[src/rtl/supervisor_pkg.sv]
// constants, types and period decoding shared by the supervisor watchdog and chip-select gate
package supervisor_pkg;

    ////////////////////////////////////////////////////////////////////////////////
    // clock and timing figures
    localparam int CLK_PERIOD_NS = 20;
    localparam int KICK_MIN_NS   = 100;
    localparam int CE_HOLD_NS    = 12000;
    localparam int TICK_NS       = 1000000;
    localparam int KICK_W        = 3;
    localparam int CE_W          = 10;
    localparam int CNT_W         = 13;
    // least time rounds up, longest time rounds down
    localparam logic [KICK_W-1:0] KICK_MIN_CYC = KICK_W'((KICK_MIN_NS + CLK_PERIOD_NS - 1) / CLK_PERIOD_NS);
    localparam logic [CE_W-1:0]   CE_HOLD_CYC  = CE_W'(CE_HOLD_NS / CLK_PERIOD_NS);
    localparam int                TICK_CYC     = TICK_NS / CLK_PERIOD_NS;

    ////////////////////////////////////////////////////////////////////////////////
    // periods in ticks: internal tick is one millisecond, external tick is one clock
    localparam logic [CNT_W-1:0] WD_FAST_MS  = 13'h0064;
    localparam logic [CNT_W-1:0] WD_SLOW_MS  = 13'h0640;
    localparam logic [CNT_W-1:0] RST_MS      = 13'h00c8;
    localparam logic [CNT_W-1:0] EXT_WD_CLK  = 13'h0400;
    localparam logic [CNT_W-1:0] EXT_1ST_CLK = 13'h1000;
    localparam logic [CNT_W-1:0] EXT_RST_CLK = 13'h0800;

    ////////////////////////////////////////////////////////////////////////////////
    // types
    typedef enum logic [1:0] {TB_EXTERNAL, TB_FAST, TB_SLOW} timebase_e;
    typedef enum logic [1:0] {ST_SUPPLY_LOW, ST_RESET_HOLD, ST_WATCH} wd_state_e;

    // comparator results and pin levels; a floating select or timebase pin reads high
    typedef struct packed {
        logic supply_below_thresh;
        logic supply_below_backup;
        logic early_warn_below;
        logic kick_high;
        logic kick_mid;
        logic timebase_select;
        logic timebase_input;
        logic ce_in_n;
    } pins_s;

    typedef struct packed {
        logic reset_n;
        logic reset;
        logic reset_oe;
        logic fault_n;
        logic supply_low_n;
        logic early_warn_n;
        logic backup_active;
        logic ce_out_n;
        logic ce_pullup;
    } outs_s;

    ////////////////////////////////////////////////////////////////////////////////
    // period length in ticks for a timebase, for the watchdog (first or normal) or the reset hold
    function automatic logic [CNT_W-1:0] period_limit(timebase_e mode, logic first, logic hold);
        logic [CNT_W-1:0] lim;
        lim = WD_SLOW_MS;
        case (mode)
            TB_EXTERNAL: lim = hold ? EXT_RST_CLK : (first ? EXT_1ST_CLK : EXT_WD_CLK);
            TB_FAST:     lim = hold ? RST_MS : (first ? WD_SLOW_MS : WD_FAST_MS);
            TB_SLOW:     lim = hold ? RST_MS : WD_SLOW_MS;
            default:     lim = hold ? RST_MS : WD_SLOW_MS;
        endcase
        return lim;
    endfunction

endpackage

[src/rtl/supervisor_watchdog_ce_gate.sv]
// supervisor core: watchdog, reset pulse, chip-select gate and backup-mode output control
//
// Contract
// - host toggles kick, each level held 100ns; each qualified change restarts watchdog
// - kick at floating mid level disables watchdog, no timeout raised
// - supply below threshold: watchdog off, kick ignored, fault output high
// - missed kick: both resets for reset timeout, fault low until next kick
// - constant kick gives repeated reset pulses, each after a first watchdog period
// - external clock timebase: 1024 normal, 4096 first, 2048 reset cycles
// - select high, timebase low: 100ms normal, 1.6s first, 200ms reset
// - select and timebase high: 1.6s watchdog period, 200ms reset timeout
// - chip-select passes through normally, path disabled during reset once the gate closes
// - power-down: gate closes when chip-select goes high or 12us after reset
// - power-up: gate stays closed until reset is deasserted
// - closed gate drives chip-select output high; drive released when gate opens
// - supply-low output is low while supply below threshold, else high
// - early-warning output low when input below 1.25V; affects nothing else
// - backup mode only when supply below both threshold and backup supply
// - backup-active output high when supply below backup supply, else low
// - backup mode: low/reset/warning low, fault/chip-select high, reset undriven
// - resets asserted while supply low and for reset timeout after it recovers
// - kick is a three-level input: high, low and floating mid
`timescale 1ns/1ns
module supervisor_watchdog_ce_gate #(
    parameter int TICK_CYCLES = supervisor_pkg::TICK_CYC
) (
    // clock and reset
    input  wire logic                  core_clk_i,
    input  wire logic                  reset_i,
    // comparator results and pin levels
    input  wire supervisor_pkg::pins_s pins_i,
    // reset outputs
    output logic                       reset_n_o,
    output logic                       reset_o,
    output logic                       reset_oe_o,
    // status outputs
    output logic                       watchdog_fault_n_o,
    output logic                       supply_low_n_o,
    output logic                       early_warn_out_n_o,
    output logic                       backup_active_o,
    // chip-select gate
    output logic                       ce_out_n_o,
    output logic                       ce_pullup_o
);

    localparam int DIV_W = $clog2(TICK_CYCLES);

    generate
        if (TICK_CYCLES < 2) begin : g_bad_tick
            $error("TICK_CYCLES must be at least 2");
        end
    endgenerate

    ////////////////////////////////////////////////////////////////////////////////
    // input synchronisers
    supervisor_pkg::pins_s sync1_reg;
    supervisor_pkg::pins_s sync2_reg;

    always_ff @(posedge core_clk_i) begin
        if (reset_i) begin
            sync1_reg <= '0;
            sync2_reg <= '0;
        end else begin
            sync1_reg <= pins_i;
            sync2_reg <= sync1_reg;
        end
    end

    logic sup_low;
    logic backup;
    assign sup_low = sync2_reg.supply_below_thresh;
    assign backup  = sync2_reg.supply_below_thresh & sync2_reg.supply_below_backup;

    ////////////////////////////////////////////////////////////////////////////////
    // kick level qualifier: a level counts only after it has stood for the minimum time
    logic [1:0]                      cand_reg;
    logic [1:0]                      cand_next;
    logic [1:0]                      acc_reg;
    logic [1:0]                      acc_next;
    logic [supervisor_pkg::KICK_W-1:0] stab_reg;
    logic [supervisor_pkg::KICK_W-1:0] stab_next;
    logic                            kick_evt_reg;
    logic                            kick_evt_next;
    logic [1:0]                      kick_lvl;
    logic                            kick_mid;

    // mid level decoded ahead of high/low
    assign kick_lvl = sync2_reg.kick_mid ? 2'h2 : {1'b0, sync2_reg.kick_high};
    assign kick_mid = acc_reg[1];

    always_comb begin
        cand_next     = cand_reg;
        stab_next     = stab_reg;
        acc_next      = acc_reg;
        kick_evt_next = 1'b0;
        if (kick_lvl != cand_reg) begin
            cand_next = kick_lvl;
            stab_next = '0;
        end else if (stab_reg < supervisor_pkg::KICK_MIN_CYC - 3'h1) begin
            stab_next = stab_reg + 3'h1;
        end else if (cand_reg != acc_reg) begin
            acc_next      = cand_reg;
            kick_evt_next = 1'b1;
        end
    end

    always_ff @(posedge core_clk_i) begin
        if (reset_i) begin
            cand_reg     <= 2'h2;
            acc_reg      <= 2'h2;
            stab_reg     <= '0;
            kick_evt_reg <= 1'b0;
        end else begin
            cand_reg     <= cand_next;
            acc_reg      <= acc_next;
            stab_reg     <= stab_next;
            kick_evt_reg <= kick_evt_next;
        end
    end

    ////////////////////////////////////////////////////////////////////////////////
    // timebase: millisecond divider, or rising edges of the external clock
    supervisor_pkg::timebase_e mode;
    logic [DIV_W-1:0]          div_reg;
    logic [DIV_W-1:0]          div_next;
    logic                      tb_prev_reg;
    logic                      tick_reg;
    logic                      tick_next;

    // select low means external clock; select high picks fast or slow
    assign mode = !sync2_reg.timebase_select ? supervisor_pkg::TB_EXTERNAL :
                  (sync2_reg.timebase_input ? supervisor_pkg::TB_SLOW : supervisor_pkg::TB_FAST);

    always_comb begin
        div_next  = (div_reg == DIV_W'(TICK_CYCLES - 1)) ? '0 : div_reg + DIV_W'(1);
        tick_next = 1'b0;
        if (!backup) begin
            if (mode == supervisor_pkg::TB_EXTERNAL) begin
                tick_next = sync2_reg.timebase_input & ~tb_prev_reg;
            end else begin
                tick_next = (div_reg == DIV_W'(TICK_CYCLES - 1));
            end
        end
    end

    always_ff @(posedge core_clk_i) begin
        if (reset_i) begin
            div_reg     <= '0;
            tb_prev_reg <= 1'b0;
            tick_reg    <= 1'b0;
        end else begin
            div_reg     <= div_next;
            tb_prev_reg <= sync2_reg.timebase_input;
            tick_reg    <= tick_next;
        end
    end

    ////////////////////////////////////////////////////////////////////////////////
    // watchdog and reset sequencer
    supervisor_pkg::wd_state_e       state_reg;
    supervisor_pkg::wd_state_e       state_next;
    logic [supervisor_pkg::CNT_W-1:0] cnt_reg;
    logic [supervisor_pkg::CNT_W-1:0] cnt_next;
    logic [supervisor_pkg::CNT_W-1:0] wd_lim;
    logic [supervisor_pkg::CNT_W-1:0] rst_lim;
    logic                            first_reg;
    logic                            first_next;
    logic                            fault_reg;
    logic                            fault_next;
    logic                            wd_expire;

    assign wd_lim    = supervisor_pkg::period_limit(mode, first_reg, 1'b0);
    assign rst_lim   = supervisor_pkg::period_limit(mode, 1'b0, 1'b1);
    assign wd_expire = (state_reg == supervisor_pkg::ST_WATCH) && !sup_low && !kick_mid &&
                       !kick_evt_reg && tick_reg && (cnt_reg == wd_lim - 13'h0001);

    always_comb begin
        state_next = state_reg;
        cnt_next   = cnt_reg;
        first_next = first_reg;
        fault_next = fault_reg;
        if (sup_low) begin
            // held in reset, watchdog off, fault high
            state_next = supervisor_pkg::ST_SUPPLY_LOW;
            cnt_next   = '0;
            first_next = 1'b1;
            fault_next = 1'b1;
        end else begin
            // fault stays low until the next kick change; open kick reads high
            if (kick_evt_reg || kick_mid) begin
                fault_next = 1'b1;
            end
            case (state_reg)
                supervisor_pkg::ST_SUPPLY_LOW: begin
                    state_next = supervisor_pkg::ST_RESET_HOLD;
                    cnt_next   = '0;
                end
                supervisor_pkg::ST_RESET_HOLD: begin
                    // reset held for the reset timeout, then a first period starts
                    if (tick_reg) begin
                        if (cnt_reg == rst_lim - 13'h0001) begin
                            state_next = supervisor_pkg::ST_WATCH;
                            cnt_next   = '0;
                            first_next = 1'b1;
                        end else begin
                            cnt_next = cnt_reg + 13'h0001;
                        end
                    end
                end
                supervisor_pkg::ST_WATCH: begin
                    if (kick_mid) begin
                        cnt_next = '0;
                    end else if (kick_evt_reg) begin
                        cnt_next   = '0;
                        first_next = 1'b0;
                    end else if (wd_expire) begin
                        state_next = supervisor_pkg::ST_RESET_HOLD;
                        cnt_next   = '0;
                        fault_next = 1'b0;
                    end else if (tick_reg) begin
                        cnt_next = cnt_reg + 13'h0001;
                    end
                end
                default: begin
                    state_next = supervisor_pkg::ST_SUPPLY_LOW;
                    cnt_next   = '0;
                end
            endcase
        end
    end

    always_ff @(posedge core_clk_i) begin
        if (reset_i) begin
            state_reg <= supervisor_pkg::ST_SUPPLY_LOW;
            cnt_reg   <= '0;
            first_reg <= 1'b1;
            fault_reg <= 1'b1;
        end else begin
            state_reg <= state_next;
            cnt_reg   <= cnt_next;
            first_reg <= first_next;
            fault_reg <= fault_next;
        end
    end

    ////////////////////////////////////////////////////////////////////////////////
    // chip-select gate; the path goes through the synchronisers, so it lags by three cycles
    logic                          rst_act_next;
    logic                          gate_reg;
    logic                          gate_next;
    logic [supervisor_pkg::CE_W-1:0] ce_cnt_reg;
    logic [supervisor_pkg::CE_W-1:0] ce_cnt_next;

    assign rst_act_next = (state_next != supervisor_pkg::ST_WATCH);

    always_comb begin
        ce_cnt_next = '0;
        gate_next   = 1'b1;
        if (rst_act_next) begin
            ce_cnt_next = (ce_cnt_reg == supervisor_pkg::CE_HOLD_CYC) ? ce_cnt_reg : ce_cnt_reg + 10'h001;
            // close on chip-select high or after the hold time; stays closed
            gate_next   = gate_reg && !sync2_reg.ce_in_n && (ce_cnt_reg != supervisor_pkg::CE_HOLD_CYC);
        end
    end

    always_ff @(posedge core_clk_i) begin
        if (reset_i) begin
            gate_reg   <= 1'b0;
            ce_cnt_reg <= '0;
        end else begin
            gate_reg   <= gate_next;
            ce_cnt_reg <= ce_cnt_next;
        end
    end

    ////////////////////////////////////////////////////////////////////////////////
    // output registers
    supervisor_pkg::outs_s out_reg;
    supervisor_pkg::outs_s out_next;

    always_comb begin
        out_next.reset_n       = !rst_act_next;
        out_next.reset         = rst_act_next;
        out_next.reset_oe      = 1'b1;
        out_next.fault_n       = fault_next;
        out_next.supply_low_n  = !sup_low;
        // warning comparator only drives its own output
        out_next.early_warn_n  = !sync2_reg.early_warn_below;
        out_next.backup_active = sync2_reg.supply_below_backup;
        out_next.ce_out_n      = gate_next ? sync2_reg.ce_in_n : 1'b1;
        out_next.ce_pullup     = !gate_next;
        if (backup) begin
            out_next.reset_n      = 1'b0;
            out_next.reset_oe     = 1'b0;
            out_next.fault_n      = 1'b1;
            out_next.early_warn_n = 1'b0;
            out_next.ce_out_n     = 1'b1;
            out_next.ce_pullup    = 1'b1;
        end
    end

    always_ff @(posedge core_clk_i) begin
        if (reset_i) begin
            out_reg <= '{reset_n: 1'b0, reset: 1'b1, reset_oe: 1'b1, fault_n: 1'b1, supply_low_n: 1'b1,
                         early_warn_n: 1'b1, backup_active: 1'b0, ce_out_n: 1'b1, ce_pullup: 1'b1};
        end else begin
            out_reg <= out_next;
        end
    end

    assign reset_n_o          = out_reg.reset_n;
    assign reset_o            = out_reg.reset;
    assign reset_oe_o         = out_reg.reset_oe;
    assign watchdog_fault_n_o = out_reg.fault_n;
    assign supply_low_n_o     = out_reg.supply_low_n;
    assign early_warn_out_n_o = out_reg.early_warn_n;
    assign backup_active_o    = out_reg.backup_active;
    assign ce_out_n_o         = out_reg.ce_out_n;
    assign ce_pullup_o        = out_reg.ce_pullup;
endmodule

[config.mk]
export PLATFORM = sky130hd
export DESIGN_NAME = supervisor_watchdog_ce_gate
export DESIGN_NICKNAME = d
export VERILOG_FILES = /design/src/rtl/supervisor_pkg.sv /design/src/rtl/supervisor_watchdog_ce_gate.sv
export SDC_FILE = /design/constraint.sdc
export NUM_CORES = 1
export LEC_CHECK = 0
export BUFFER_PORTS_ARGS = -buffer_cell sky130_fd_sc_hd__buf_4
export CAP_MARGIN = 20
export CORE_AREA = 3 3 94 96
export DETAILED_ROUTE_END_ITERATION = 12
export DIE_AREA = 0 0 97 99
export GPL_ROUTABILITY_DRIVEN = 0
export PLACE_DENSITY = 0.67
export REMOVE_ABC_BUFFERS = 1
export SLEW_MARGIN = 25
export SYNTH_ARGS = -nofsm -noshare
export SYNTH_HDL_FRONTEND = slang
export SYNTH_SLANG_ARGS = --single-unit
[constraint.sdc]
create_clock -name core_clk_i -period 2.35 [get_ports core_clk_i]
set_input_delay 0.5875 -clock core_clk_i [delete_from_list [all_inputs] [get_ports core_clk_i]]
set_output_delay 0.5875 -clock core_clk_i [all_outputs]
set_load 0.01 [all_outputs]
Word level (Yosys, flattened, before mapping)
Index checks and enable logic that the tools add are counted.

operators by class
  muxes and demuxes = 37
  reductions and logical operators = 28
  eq/ne operators = 16
  order comparisons = 1
  bitwise operators = 7
  $add $sub $neg = 6

operator list
  kind                     count
  $mux W13                 7
  $pmux W13 S2             2
  $eq A13 B13 Y1           2
  $sub A13 B1 Y13 const B  2
  $mux W2                  10
  $add A16 B1 Y16 const B  1
  $eq A16 B16 Y1 const B   1
  $mux W1                  14
  $add A13 B1 Y13 const B  1
  $mux W12                 1
  $mux W11                 1
  $add A10 B1 Y10 const B  1
  $eq A10 B10 Y1 const B   1
  $ne A10 B10 Y1 const B   1
  $ne A2 B2 Y1 const B     5
  $reduce_or A2 Y1         5
  $logic_and A1 B1 Y1      7
  $logic_not A1 Y1         7
  $pmux W2 S3              1
  $reduce_or A3 Y1         2
  $ne A5 B5 Y1 const B     1
  $not A1 Y1               5
  $reduce_and A5 Y1        1
  $eq A2 B1 Y1 const B     2
  11 further kinds         14

word-level totals
  bits in registers = 79
  input port bits = 10
  output and inout bits = 9

Longest topological paths before layout
Gate-level depths: netlist of run 1.

  depth after elaboration = 16
  mapped depth = 9
  gate-level depth less buffers = 8

Least setup slack after synthesis of run 1
Ideal clock, no wire load.

  kind = reg-to-reg
  start point = register cnt_reg[0] in the netlist's numbering
  end point = register out_reg (netlist bit ce_pullup_o)
  arrival time = 2.165 ns
  setup slack = 0.067 ns
  library setup time = 0.119 ns
  path buffers = 0
  data required time = 2.231 ns
  cell stages (with the launch flop) = 8
  cells stage by stage = dfxtp_1 -> ha_1 -> nand4_1 -> or3_4 -> a2111oi_4 -> o31ai_2 -> or4_4 -> a21boi_1

between the ends
  longest elaborated chain between the ends = 10

RTL lines
  what                    line                                text
  from (decl)             supervisor_watchdog_ce_gate.sv:162  logic [supervisor_pkg::CNT_W-1:0] cnt_reg;
  from (signal assigned)  supervisor_watchdog_ce_gate.sv:240  cnt_reg <= cnt_next;
  $eq A13 B13 Y1          supervisor_watchdog_ce_gate.sv:175  !kick_evt_reg && tick_reg && (cnt_reg == wd_lim - 13'h0001);
  $logic_and A1 B1 Y1     supervisor_watchdog_ce_gate.sv:175
  $mux W2                 supervisor_watchdog_ce_gate.sv:216  end else if (wd_expire) begin
  $mux W2                 supervisor_watchdog_ce_gate.sv:213  end else if (kick_evt_reg) begin
  $mux W2                 supervisor_watchdog_ce_gate.sv:211  if (kick_mid) begin
  $pmux W2 S3 (*)         supervisor_watchdog_ce_gate.sv:193  case (state_reg)
  $mux W2 (*)             supervisor_watchdog_ce_gate.sv:182  if (sup_low) begin
  $ne A2 B2 Y1 (*)        supervisor_watchdog_ce_gate.sv:254  assign rst_act_next = (state_next != supervisor_pkg::ST_WATCH);
  $mux W1 (*)             supervisor_watchdog_ce_gate.sv:259  if (rst_act_next) begin
  $logic_not A1 Y1 (*)    supervisor_watchdog_ce_gate.sv:291  out_next.ce_pullup = !gate_next;
  to (signal assigned)    supervisor_watchdog_ce_gate.sv:304  out_reg <= '{reset_n: 1'b0, reset: 1'b1, reset_oe: 1'b1, fault_n: 1'b1, supply_low_n: 1'b1,
  to (signal assigned)    supervisor_watchdog_ce_gate.sv:307  out_reg <= out_next;
  to (decl)               supervisor_watchdog_ce_gate.sv:278  supervisor_pkg::outs_s out_reg;

Mark *: on every way between the ends. The rest lies on a longest branch, timed or not.
A chain may end at the register's enable or synchronous reset.

Worst setup path in the final report of run 1
Ends and elaborated chain as after synthesis.

==> results.toml, run 1 <==
[timing]
whs_ns = 0.422
max_freq_ghz = 0.444
max_slew_margin = 0.661
grt_setup_unrepaired = "false"
period_share = 0.958
drv_slew = 0
skew_ns = 0.0111
hold_violations = 0
tightest_slew_ns = 0.505
period_minus_slack_ns = 2.25
finalSetupViolations = 0

[min_path]
holdPathStages = 1
hp-class = "reg -> reg"
hold_path_end = "early_warn_out_n_o$_SDFF_PP1_"
hold_start = "sync2_reg[5]$_SDFF_PP0_"

[global_routing]
grt_pass1_wl_mm = 9.96
grt_usage = 0.123
grt_antenna_before_repair = 0
first_global_vias = 2317
gr-total-overflow = 0
grt_max_degree = 29

[critical_path]
startpoint_type = "flip-flop"
crit_arrival_ns = 2.49
critPathRequiredTime_ns = 2.59
regToRegEndpoint = "ce_pullup_o$_SDFF_PP1_"
r2r-start = "cnt_reg[0]$_SDFFE_PP0P_"
reg2reg_depth = 7
r2r_slack_ns = 0.1
critPathSlowestCell = "or4_4"
crit_type = "reg -> reg"
path_cells = "ha_1 > nand4_1 > or3_4 > a2111oi_4 > o31ai_2 > or4_4 > a21boi_1"
cp_max_fo = 4
slowest_delay_ns = 0.51
endpoint_kind = "flip-flop"

[final_layout]
finalNonFillerCells = 505
post-route-cell-area_um2 = 3880
diodes = 0
drive_gt1_frac = 0.153
largest_register_ffs = 16
final_common_cell = "dfxtp_1"
final_cell_mix = "dfxtp_1 (79), nor2_1 (53), buf_4 (38)"
nets = 414
syn_to_final_growth_pct = 18.7

[synthesis]
ys_warn_count = 0
synth_cell_types = 44
yosysTopAreaCell = "dfxtp_1"
syn_inst = 357
synth.avg_cell_area_um2 = 9.16
ys_ff_latch = 79
synth_area_leaders = "dfxtp_1 (48%), xor2_1 (6.4%), nor2_1 (6.1%)"
synthesis.area_um2 = 3270
seq_area_frac_synth = 0.484
yosysTopAreaCellShare = 0.484

[routing]
vias = 2444
wl_per_cell_um = 11.0
viasPerCell = 4.84
drtIter0Drc = 79
ant_nets = 0
drt-pass1-iter-count = 4
totalWireLength_mm = 5.56
topRoutingLayerUsed = "met4"
drt-met1-wl_mm = 2.70
wl_met2_mm = 2.58
met3_length_um = 187
drc = 0

[floorplanning]
die_y_um = 99
ioPinCount = 19
row_count = 33
die_w_um = 97
core_area_um2 = 8130
fp.dieArea_um2 = 9600
start_util = 0.402

[clock_tree]
clockBufferDepth = 2
path_clk_slew_ns = 0.08
cts-root-buf = "clkbuf_8"
numCtsBuffers = 9
cts.hold.buffers_added = 0
clock_latency_ns = 0.34
cts_sinks = 79
cts_max_level = 3
cts_tree = "built"

[power_and_ir_drop]
irDropWorstVdd_v = 0.000341
powerDensity_nw_per_um2 = 699
power_leakage_nw = 1.52
fin_total_pwr_mw = 2.71

[run]
maxCapViolCount = 0

[placed_design]
dpl.cell_count = 488
portBuffers = 18
dp_hpwl_mm = 4.01
place_area_um2 = 3630

[outcome]
status = "finished, final reports clean"
-- metrics by stage --
stage,TNS (ns),setup slack (ns),util
global route,0,0.00183,0.477
floorplan,-1.02,-0.124,-
finish,0,0.0981,0.477
detailed placement,0,0.0315,0.446
global placement,0,0.0705,0.446
CTS,0,0.0289,0.476
-- area by class of cell --
| type | count | area [um^2] |
|---|---|---|
| multi-input combinational | 254 | 1590 |
| fill | 770 | 4250 |
| inverter | 13 | 48.8 |
| sequential | 79 | 1580 |
| timing repair buffer | 38 | 285 |
| tap | 105 | 131 |
| clock buffer | 10 | 128 |
| clock inverter | 6 | 115 |
-- synth_stat cells --
cell type and number:
a21boi_0 1, a211o_1 1, nand3b_1 1, a21oi_1 5, clkbuf_1 6, o31ai_1 2, nand4_1 8, nor3_1 18
a221oi_1 1, or3_4 1, and4_1 2, nor4bb_1 1, ha_1 9, nor4b_1 1, a2111oi_4 1, inv_1 13
and4b_1 1, o21a_1 1, a21boi_1 1, mux2_2 1, nor2b_1 20, dfxtp_1 79, buf_2 5, nor4b_2 1
nand4bb_1 1, nand2_1 23, mux2i_1 3, a211oi_1 2, nor3b_1 2, xnor2_1 16, o31ai_2 1, o32ai_1 1
and2_1 1, or4_4 1, xor2_1 24, and3_1 10, o21ai_1 3, a221o_1 1, o211ai_1 1, nor4_1 1
nor2_1 53, or2_2 2, o21ai_0 6, nand3_1 25
-- critical path, delay by kind of cell, from the launching register on --
family          cells  cell delay, ns
fa+ha+maj           1            0.18
flops               1            0.34
compound gates      3            0.63
simple gates        3            1.02
-- repair_timing --
| action | CTS | global route |
|---|---|---|
| endpoints found under the hold margin | 0 | 0 |
| endpoints found under the setup margin | 0 | 13 |
| resized for setup | 0 | 1 |
| setup buffers | 0 | 1 |
-- where the power goes --
part           switching (mW)  internal, mW  leakage [nW]
logic                  0.0660        0.0604         0.756
registers              0.0207          1.37         0.643
clock network           0.484         0.713         0.117
-- layer usage --
| metal | vias up | track usage |
|---|---|---|
| li1 | 1276 | - |
| met1 | 1123 | 0.157 |
| met2 | 36 | 0.195 |
| met3 | 9 | 0.0311 |
| met4 | 0 | 0.0616 |
| met5 | - | 0 |
-- logic make-up (layout without fill, tap and decap cells) --
logic type | count (synthesis) | after routing | synth area share
AO/OA/AOI/OAI | 28 | 28 | 0.0631
XOR/XNOR | 40 | 40 | 0.107
adder cells (fa/ha/maj) | 9 | 9 | 0.0344
buffers and inverters | 24 | 67 | 0.0295
flip-flops | 79 | 79 | 0.484
multiplexers | 4 | 4 | 0.0126
AND/OR/NAND/NOR | 173 | 173 | 0.269
-- worst max-delay path by stage --
| stage | to | slack, ns | startpoint |
|---|---|---|---|
| after floorplan | ce_out_n_o$_SDFF_PP1_ | -0.12 | cnt_reg[0]$_SDFFE_PP0P_ |
| after global placement | ce_pullup_o$_SDFF_PP1_ | 0.07 | cnt_reg[0]$_SDFFE_PP0P_ |
| after detailed placement | ce_pullup_o$_SDFF_PP1_ | 0.03 | cnt_reg[0]$_SDFFE_PP0P_ |
| after CTS | ce_pullup_o$_SDFF_PP1_ | 0.03 | cnt_reg[1]$_SDFFE_PP0P_ |
| after global routing | ce_pullup_o$_SDFF_PP1_ | 0.002 | cnt_reg[1]$_SDFFE_PP0P_ |
| final | ce_pullup_o$_SDFF_PP1_ | 0.1 | cnt_reg[0]$_SDFFE_PP0P_ |
Power figures use the tool's default switching activity.
==> run 2: changes to the inputs <==
--- a/config.mk
+++ b/config.mk
@@ -11,7 +11,8 @@
 export DETAILED_ROUTE_END_ITERATION = 12
 export DIE_AREA = 0 0 97 99
 export GPL_ROUTABILITY_DRIVEN = 0
-export PLACE_DENSITY = 0.67
+export MAX_ROUTING_LAYER = met4
+export PLACE_DENSITY = 0.65
 export REMOVE_ABC_BUFFERS = 1
 export SLEW_MARGIN = 25
 export SYNTH_ARGS = -nofsm -noshare
==> constraint.sdc (replaced) <==
create_clock -name core_clk_i -period 2.7 [get_ports core_clk_i]
set_input_delay 0.675 -clock core_clk_i [delete_from_list [all_inputs] [get_ports core_clk_i]]
set_output_delay 0.675 -clock core_clk_i [all_outputs]
set_load 0.01 [all_outputs]
==> run 2 against run 1 <==
Sequential share of layout area up 1.8 points. First-iteration DRC count up 68%. Core utilization down 2.1 points. Final cell count down 3.2%. Sequential power down 13%. Sequential cell count unchanged. Largest cell class unchanged. Largest power group unchanged.
==> results.toml, run 2 (synthesis results as in run 1) <==
[floorplanning]
ioPinCount = 19
core_area_um2 = 8130
row_count = 33
die_w_um = 97
fp.dieArea_um2 = 9600
die_y_um = 99
start_util = 0.402

[final_layout]
largest_register_ffs = 16
final_common_cell = "dfxtp_1"
nets = 399
fillers = 774
post-route-cell-area_um2 = 3710
diodes = 0
final_cell_mix = "dfxtp_1 (79), nor2_1 (53), nand3_1 (25)"
drive_gt1_frac = 0.117
syn_to_final_growth_pct = 13.6

[critical_path]
crit_family = "simple AND/OR/NAND/NOR gates"
crit_type = "reg -> reg"
endpoint_kind = "flip-flop"
startpoint_type = "flip-flop"
path_cells = "ha_1 > nand4_1 > or3_4 > a2111oi_4 > o31ai_2 > or4_4 > a21boi_1"
cp.depth = 7
critical_path_buf_inv_count = 0
reg2reg_depth = 7
cp_max_fo = 5
slowest_delay_ns = 0.52
r2r_slack_ns = 0.20
crit_arrival_ns = 2.74
critPathSlowestCell = "or4_4"
critPathRequiredTime_ns = 2.93

[placed_design]
place_area_um2 = 3530
portBuffers = 18
dp_hpwl_mm = 3.90

[clock_tree]
post_cts.repair.setup_buffers = 0
cts.hold.buffers_added = 0
clock_latency_ns = 0.35
path_clk_slew_ns = 0.08
clockBufferDepth = 2
cts-root-buf = "clkbuf_8"
cts_sinks = 79
cts_resized = 0
numCtsBuffers = 9
cts_tree = "built"
cts_max_level = 3

[timing]
finalSetupViolations = 0
hold_violations = 0
max_freq_ghz = 0.399
drv_slew = 0
tightest_slew_ns = 0.522
period_share = 0.928
max_slew_margin = 0.650
tns_ns = 0
skew_ns = 0.0100
period_minus_slack_ns = 2.50
grt_setup_unrepaired = "false"

[routing]
drtIter0Drc = 133
ant_nets = 0
wl_per_cell_um = 11.3
drc = 0
totalWireLength_mm = 5.53
vias = 2340
drt-pass1-iter-count = 4
viasPerCell = 4.79

[global_routing]
grt_max_degree = 35
grt_pass1_wl_mm = 10.1
first_global_vias = 2262
gr-total-overflow = 0
grt_usage = 0.131
grt_antenna_before_repair = 0

[power_and_ir_drop]
irDropWorstVdd_v = 0.000297
powerDensity_nw_per_um2 = 579
power_leakage_nw = 1.40

[outcome]
status = "finished, final reports clean"

[min_path]
hp-class = "reg -> reg"
holdPathStages = 1

[run]
maxCapViolCount = 0
==> run 2: area by class of cell <==
type,instances,area (um^2),area share
Inverter,13,48.8,0.0131
Tap cell,105,131,0.0354
Timing Repair Buffer,23,173,0.0465
Clock buffer,10,128,0.0344
Multi-Input combinational cell,254,1590,0.429
Clock inverter,5,60.1,0.0162
Sequential cell,79,1580,0.426
==> run 2: power by group <==
part	leakage, nW	internal, mW	switching (mW)	total [mW]
Sequential	0.643	1.19	0.0198	1.21
Combinational	0.676	0.0466	0.0545	0.101
Clock	0.0806	0.422	0.418	0.840
Total	1.40	1.66	0.493	2.15
==> run 2: metal layers <==
| metal | part of all wire | track usage | vias to the layer above |
|---|---|---|---|
| met5 | 0 | - | - |
| met4 | 0.019 | 0.0518 | 0 |
| met3 | 0.029 | 0.0347 | 10 |
| met2 | 0.45 | 0.206 | 25 |
| met1 | 0.50 | 0.160 | 1058 |
| li1 | - | - | 1247 |
==> run 2: per-stage QoR <==
step	util	hold slack (ns)	worst slack [ns]	instances	power, mW
2_1_floorplan	-	0.396	0.226	346	1.30
3_3_place_gp	0.433	0.408	0.292	474	1.34
3_5_place_dp	0.433	0.409	0.227	474	1.34
4_1_cts	0.457	0.420	0.205	489	2.19
5_1_grt	0.457	0.456	0.0261	489	2.24
6_report	0.457	0.422	0.196	489	2.15
==> run 2: worst paths after layout <==
path                                         to                     from
setup / recovery         ce_pullup_o$_SDFF_PP1_  cnt_reg[0]$_SDFFE_PP0P_
hold / removal    early_warn_out_n_o$_SDFF_PP1_  sync2_reg[5]$_SDFF_PP0_
setup reg to reg         ce_pullup_o$_SDFF_PP1_  cnt_reg[0]$_SDFFE_PP0P_
hold reg to reg   early_warn_out_n_o$_SDFF_PP1_  sync2_reg[5]$_SDFF_PP0_
==> run 3: changes to the inputs <==
--- a/config.mk
+++ b/config.mk
@@ -7,9 +7,9 @@
 export LEC_CHECK = 0
 export BUFFER_PORTS_ARGS = -buffer_cell sky130_fd_sc_hd__buf_4
 export CAP_MARGIN = 20
-export CORE_AREA = 3 3 94 96
+export CORE_AREA = 3 3 80 112
 export DETAILED_ROUTE_END_ITERATION = 12
-export DIE_AREA = 0 0 97 99
+export DIE_AREA = 0 0 83 115
 export GPL_ROUTABILITY_DRIVEN = 0
 export MAX_ROUTING_LAYER = met4
 export PLACE_DENSITY = 0.65
==> run 3 against run 2 <==
Clock skew down 0.0038 ns. Sequential power barely moved. Non-clock buffer count stayed put. First-iteration DRC count increased by 6.8%. Via count is 4.4% higher. Hold slack lost 0.0068 ns. Global-route usage rose by 1.5 points. Critical path type unchanged. Sequential cell count unchanged.
==> results.toml, run 3 (synthesis results as in run 1) <==
[timing]
tns_ns = 0
period_minus_slack_ns = 2.46
hold_violations = 0
tightest_slew_ns = 0.548
drv_slew = 0
grt_setup_unrepaired = "false"
max_slew_margin = 0.632
max_freq_ghz = 0.406
period_share = 0.912
finalSetupViolations = 0
skew_ns = 0.00625

[routing]
totalWireLength_mm = 6.19
drc = 0
viasPerCell = 5.02
ant_nets = 0
wl_per_cell_um = 12.7
drt-pass1-iter-count = 4
drtIter0Drc = 142
vias = 2444

[final_layout]
fillers = 799
syn_to_final_growth_pct = 17.0
largest_register_ffs = 16
multi_input_area_um2 = 1590
final_common_cell = "dfxtp_1"
nets = 399
post-route-cell-area_um2 = 3830
drive_gt1_frac = 0.122
final_cell_mix = "dfxtp_1 (79), nor2_1 (53), nand3_1 (25)"
seq_area_um2 = 1580
diodes = 0

[power_and_ir_drop]
power_frac_comb = 0.041
p_int_mw = 1.96
power_leakage_nw = 1.47
switching_share = 0.226
irDropWorstVdd_v = 0.000413
p_seq_frac = 0.478
p_clk_frac = 0.481
powerDensity_nw_per_um2 = 664
p_switching_uw = 575

[clock_tree]
clockBufferDepth = 2
cts_tree = "built"
path_clk_slew_ns = 0.06
cts.hold.buffers_added = 0
clock_latency_ns = 0.34
cts_max_level = 3
cts_sinks = 79
cts_resized = 0
numCtsBuffers = 9
cts-root-buf = "clkbuf_16"
post_cts.repair.setup_buffers = 0

[floorplanning]
fp.dieArea_um2 = 9550
die_y_um = 115
start_util = 0.404
die_w_um = 83
ioPinCount = 19
row_count = 39
core_area_um2 = 8100

[min_path]
hp-class = "reg -> reg"

[critical_path]
critPathRequiredTime_ns = 2.93
crit_arrival_ns = 2.69
crit_type = "reg -> reg"
startpoint_type = "flip-flop"
cp_max_fo = 5
endpoint_kind = "flip-flop"

[outcome]
status = "finished, final reports clean"

[placed_design]
portBuffers = 18
place_area_um2 = 3520
dp_hpwl_mm = 4.31

[global_routing]
first_global_vias = 2424
gr-total-overflow = 0
grt_usage = 0.145
grt_max_degree = 35
grt_pass1_wl_mm = 10.8
grt_antenna_before_repair = 0

[run]
maxCapViolCount = 0
==> run 3: final timing paths <==
path	end	depth (start not counted)	start	slack [ns]
hold / removal	early_warn_out_n_o$_SDFF_PP1_	1	sync2_reg[5]$_SDFF_PP0_	0.41
setup / recovery	ce_pullup_o$_SDFF_PP1_	7	cnt_reg[0]$_SDFFE_PP0P_	0.24
setup reg to reg	ce_pullup_o$_SDFF_PP1_	7	cnt_reg[0]$_SDFFE_PP0P_	0.24
hold reg to reg	early_warn_out_n_o$_SDFF_PP1_	1	sync2_reg[5]$_SDFF_PP0_	0.41
==> run 3: per-stage QoR <==
| step | total power [mW] | utilization | hold slack [ns] | instances | setup WS (ns) |
|---|---|---|---|---|---|
| finish | 2.54 | 0.472 | 0.415 | 487 | 0.238 |
| global route | 2.64 | 0.472 | 0.445 | 487 | 0.0871 |
| CTS | 2.57 | 0.472 | 0.420 | 487 | 0.227 |
| detailed placement | 1.34 | 0.435 | 0.405 | 471 | 0.243 |
| global placement | 1.34 | 0.435 | 0.409 | 471 | 0.315 |
| floorplan | 1.30 | - | 0.396 | 346 | 0.226 |
==> run 3: routing by layer <==
| layer | GRT usage | wire length [um] | up-vias |
|---|---|---|---|
| met5 | - | 0 | - |
| met4 | 0.0796 | 201 | 0 |
| met3 | 0.0401 | 198 | 14 |
| met2 | 0.241 | 3150 | 31 |
| met1 | 0.157 | 2640 | 1143 |
| li1 | - | - | 1256 |
==> run 3: area by class of cell <==
class | instances | area share
clock inverters | 7 | 0.0206
repair buffers | 23 | 0.0451
inverters | 13 | 0.0128
multi-input cells | 254 | 0.416
clock buffers | 9 | 0.0589
well taps | 102 | 0.0334
flip-flops and latches | 79 | 0.413
==> run 3: power by group through the flow <==
stage | combinational, mW | clock (mW) | sequential (mW)
detailed placement | 0.105 | 0 | 1.24
floorplan | 0.0659 | 0 | 1.23
CTS | 0.106 | 1.26 | 1.21
finish | 0.104 | 1.22 | 1.21
global route | 0.120 | 1.30 | 1.22
global placement | 0.101 | 0 | 1.24
==> run 3: critical path, stage by stage, from the launching register on <==
cell and delay (ns):
dfxtp_1 0.39, ha_1 0.21, nand4_1 0.10, or3_4 0.40, a2111oi_4 0.44, o21ai_0 0.20
or4_4 0.46, a21boi_1 0.15
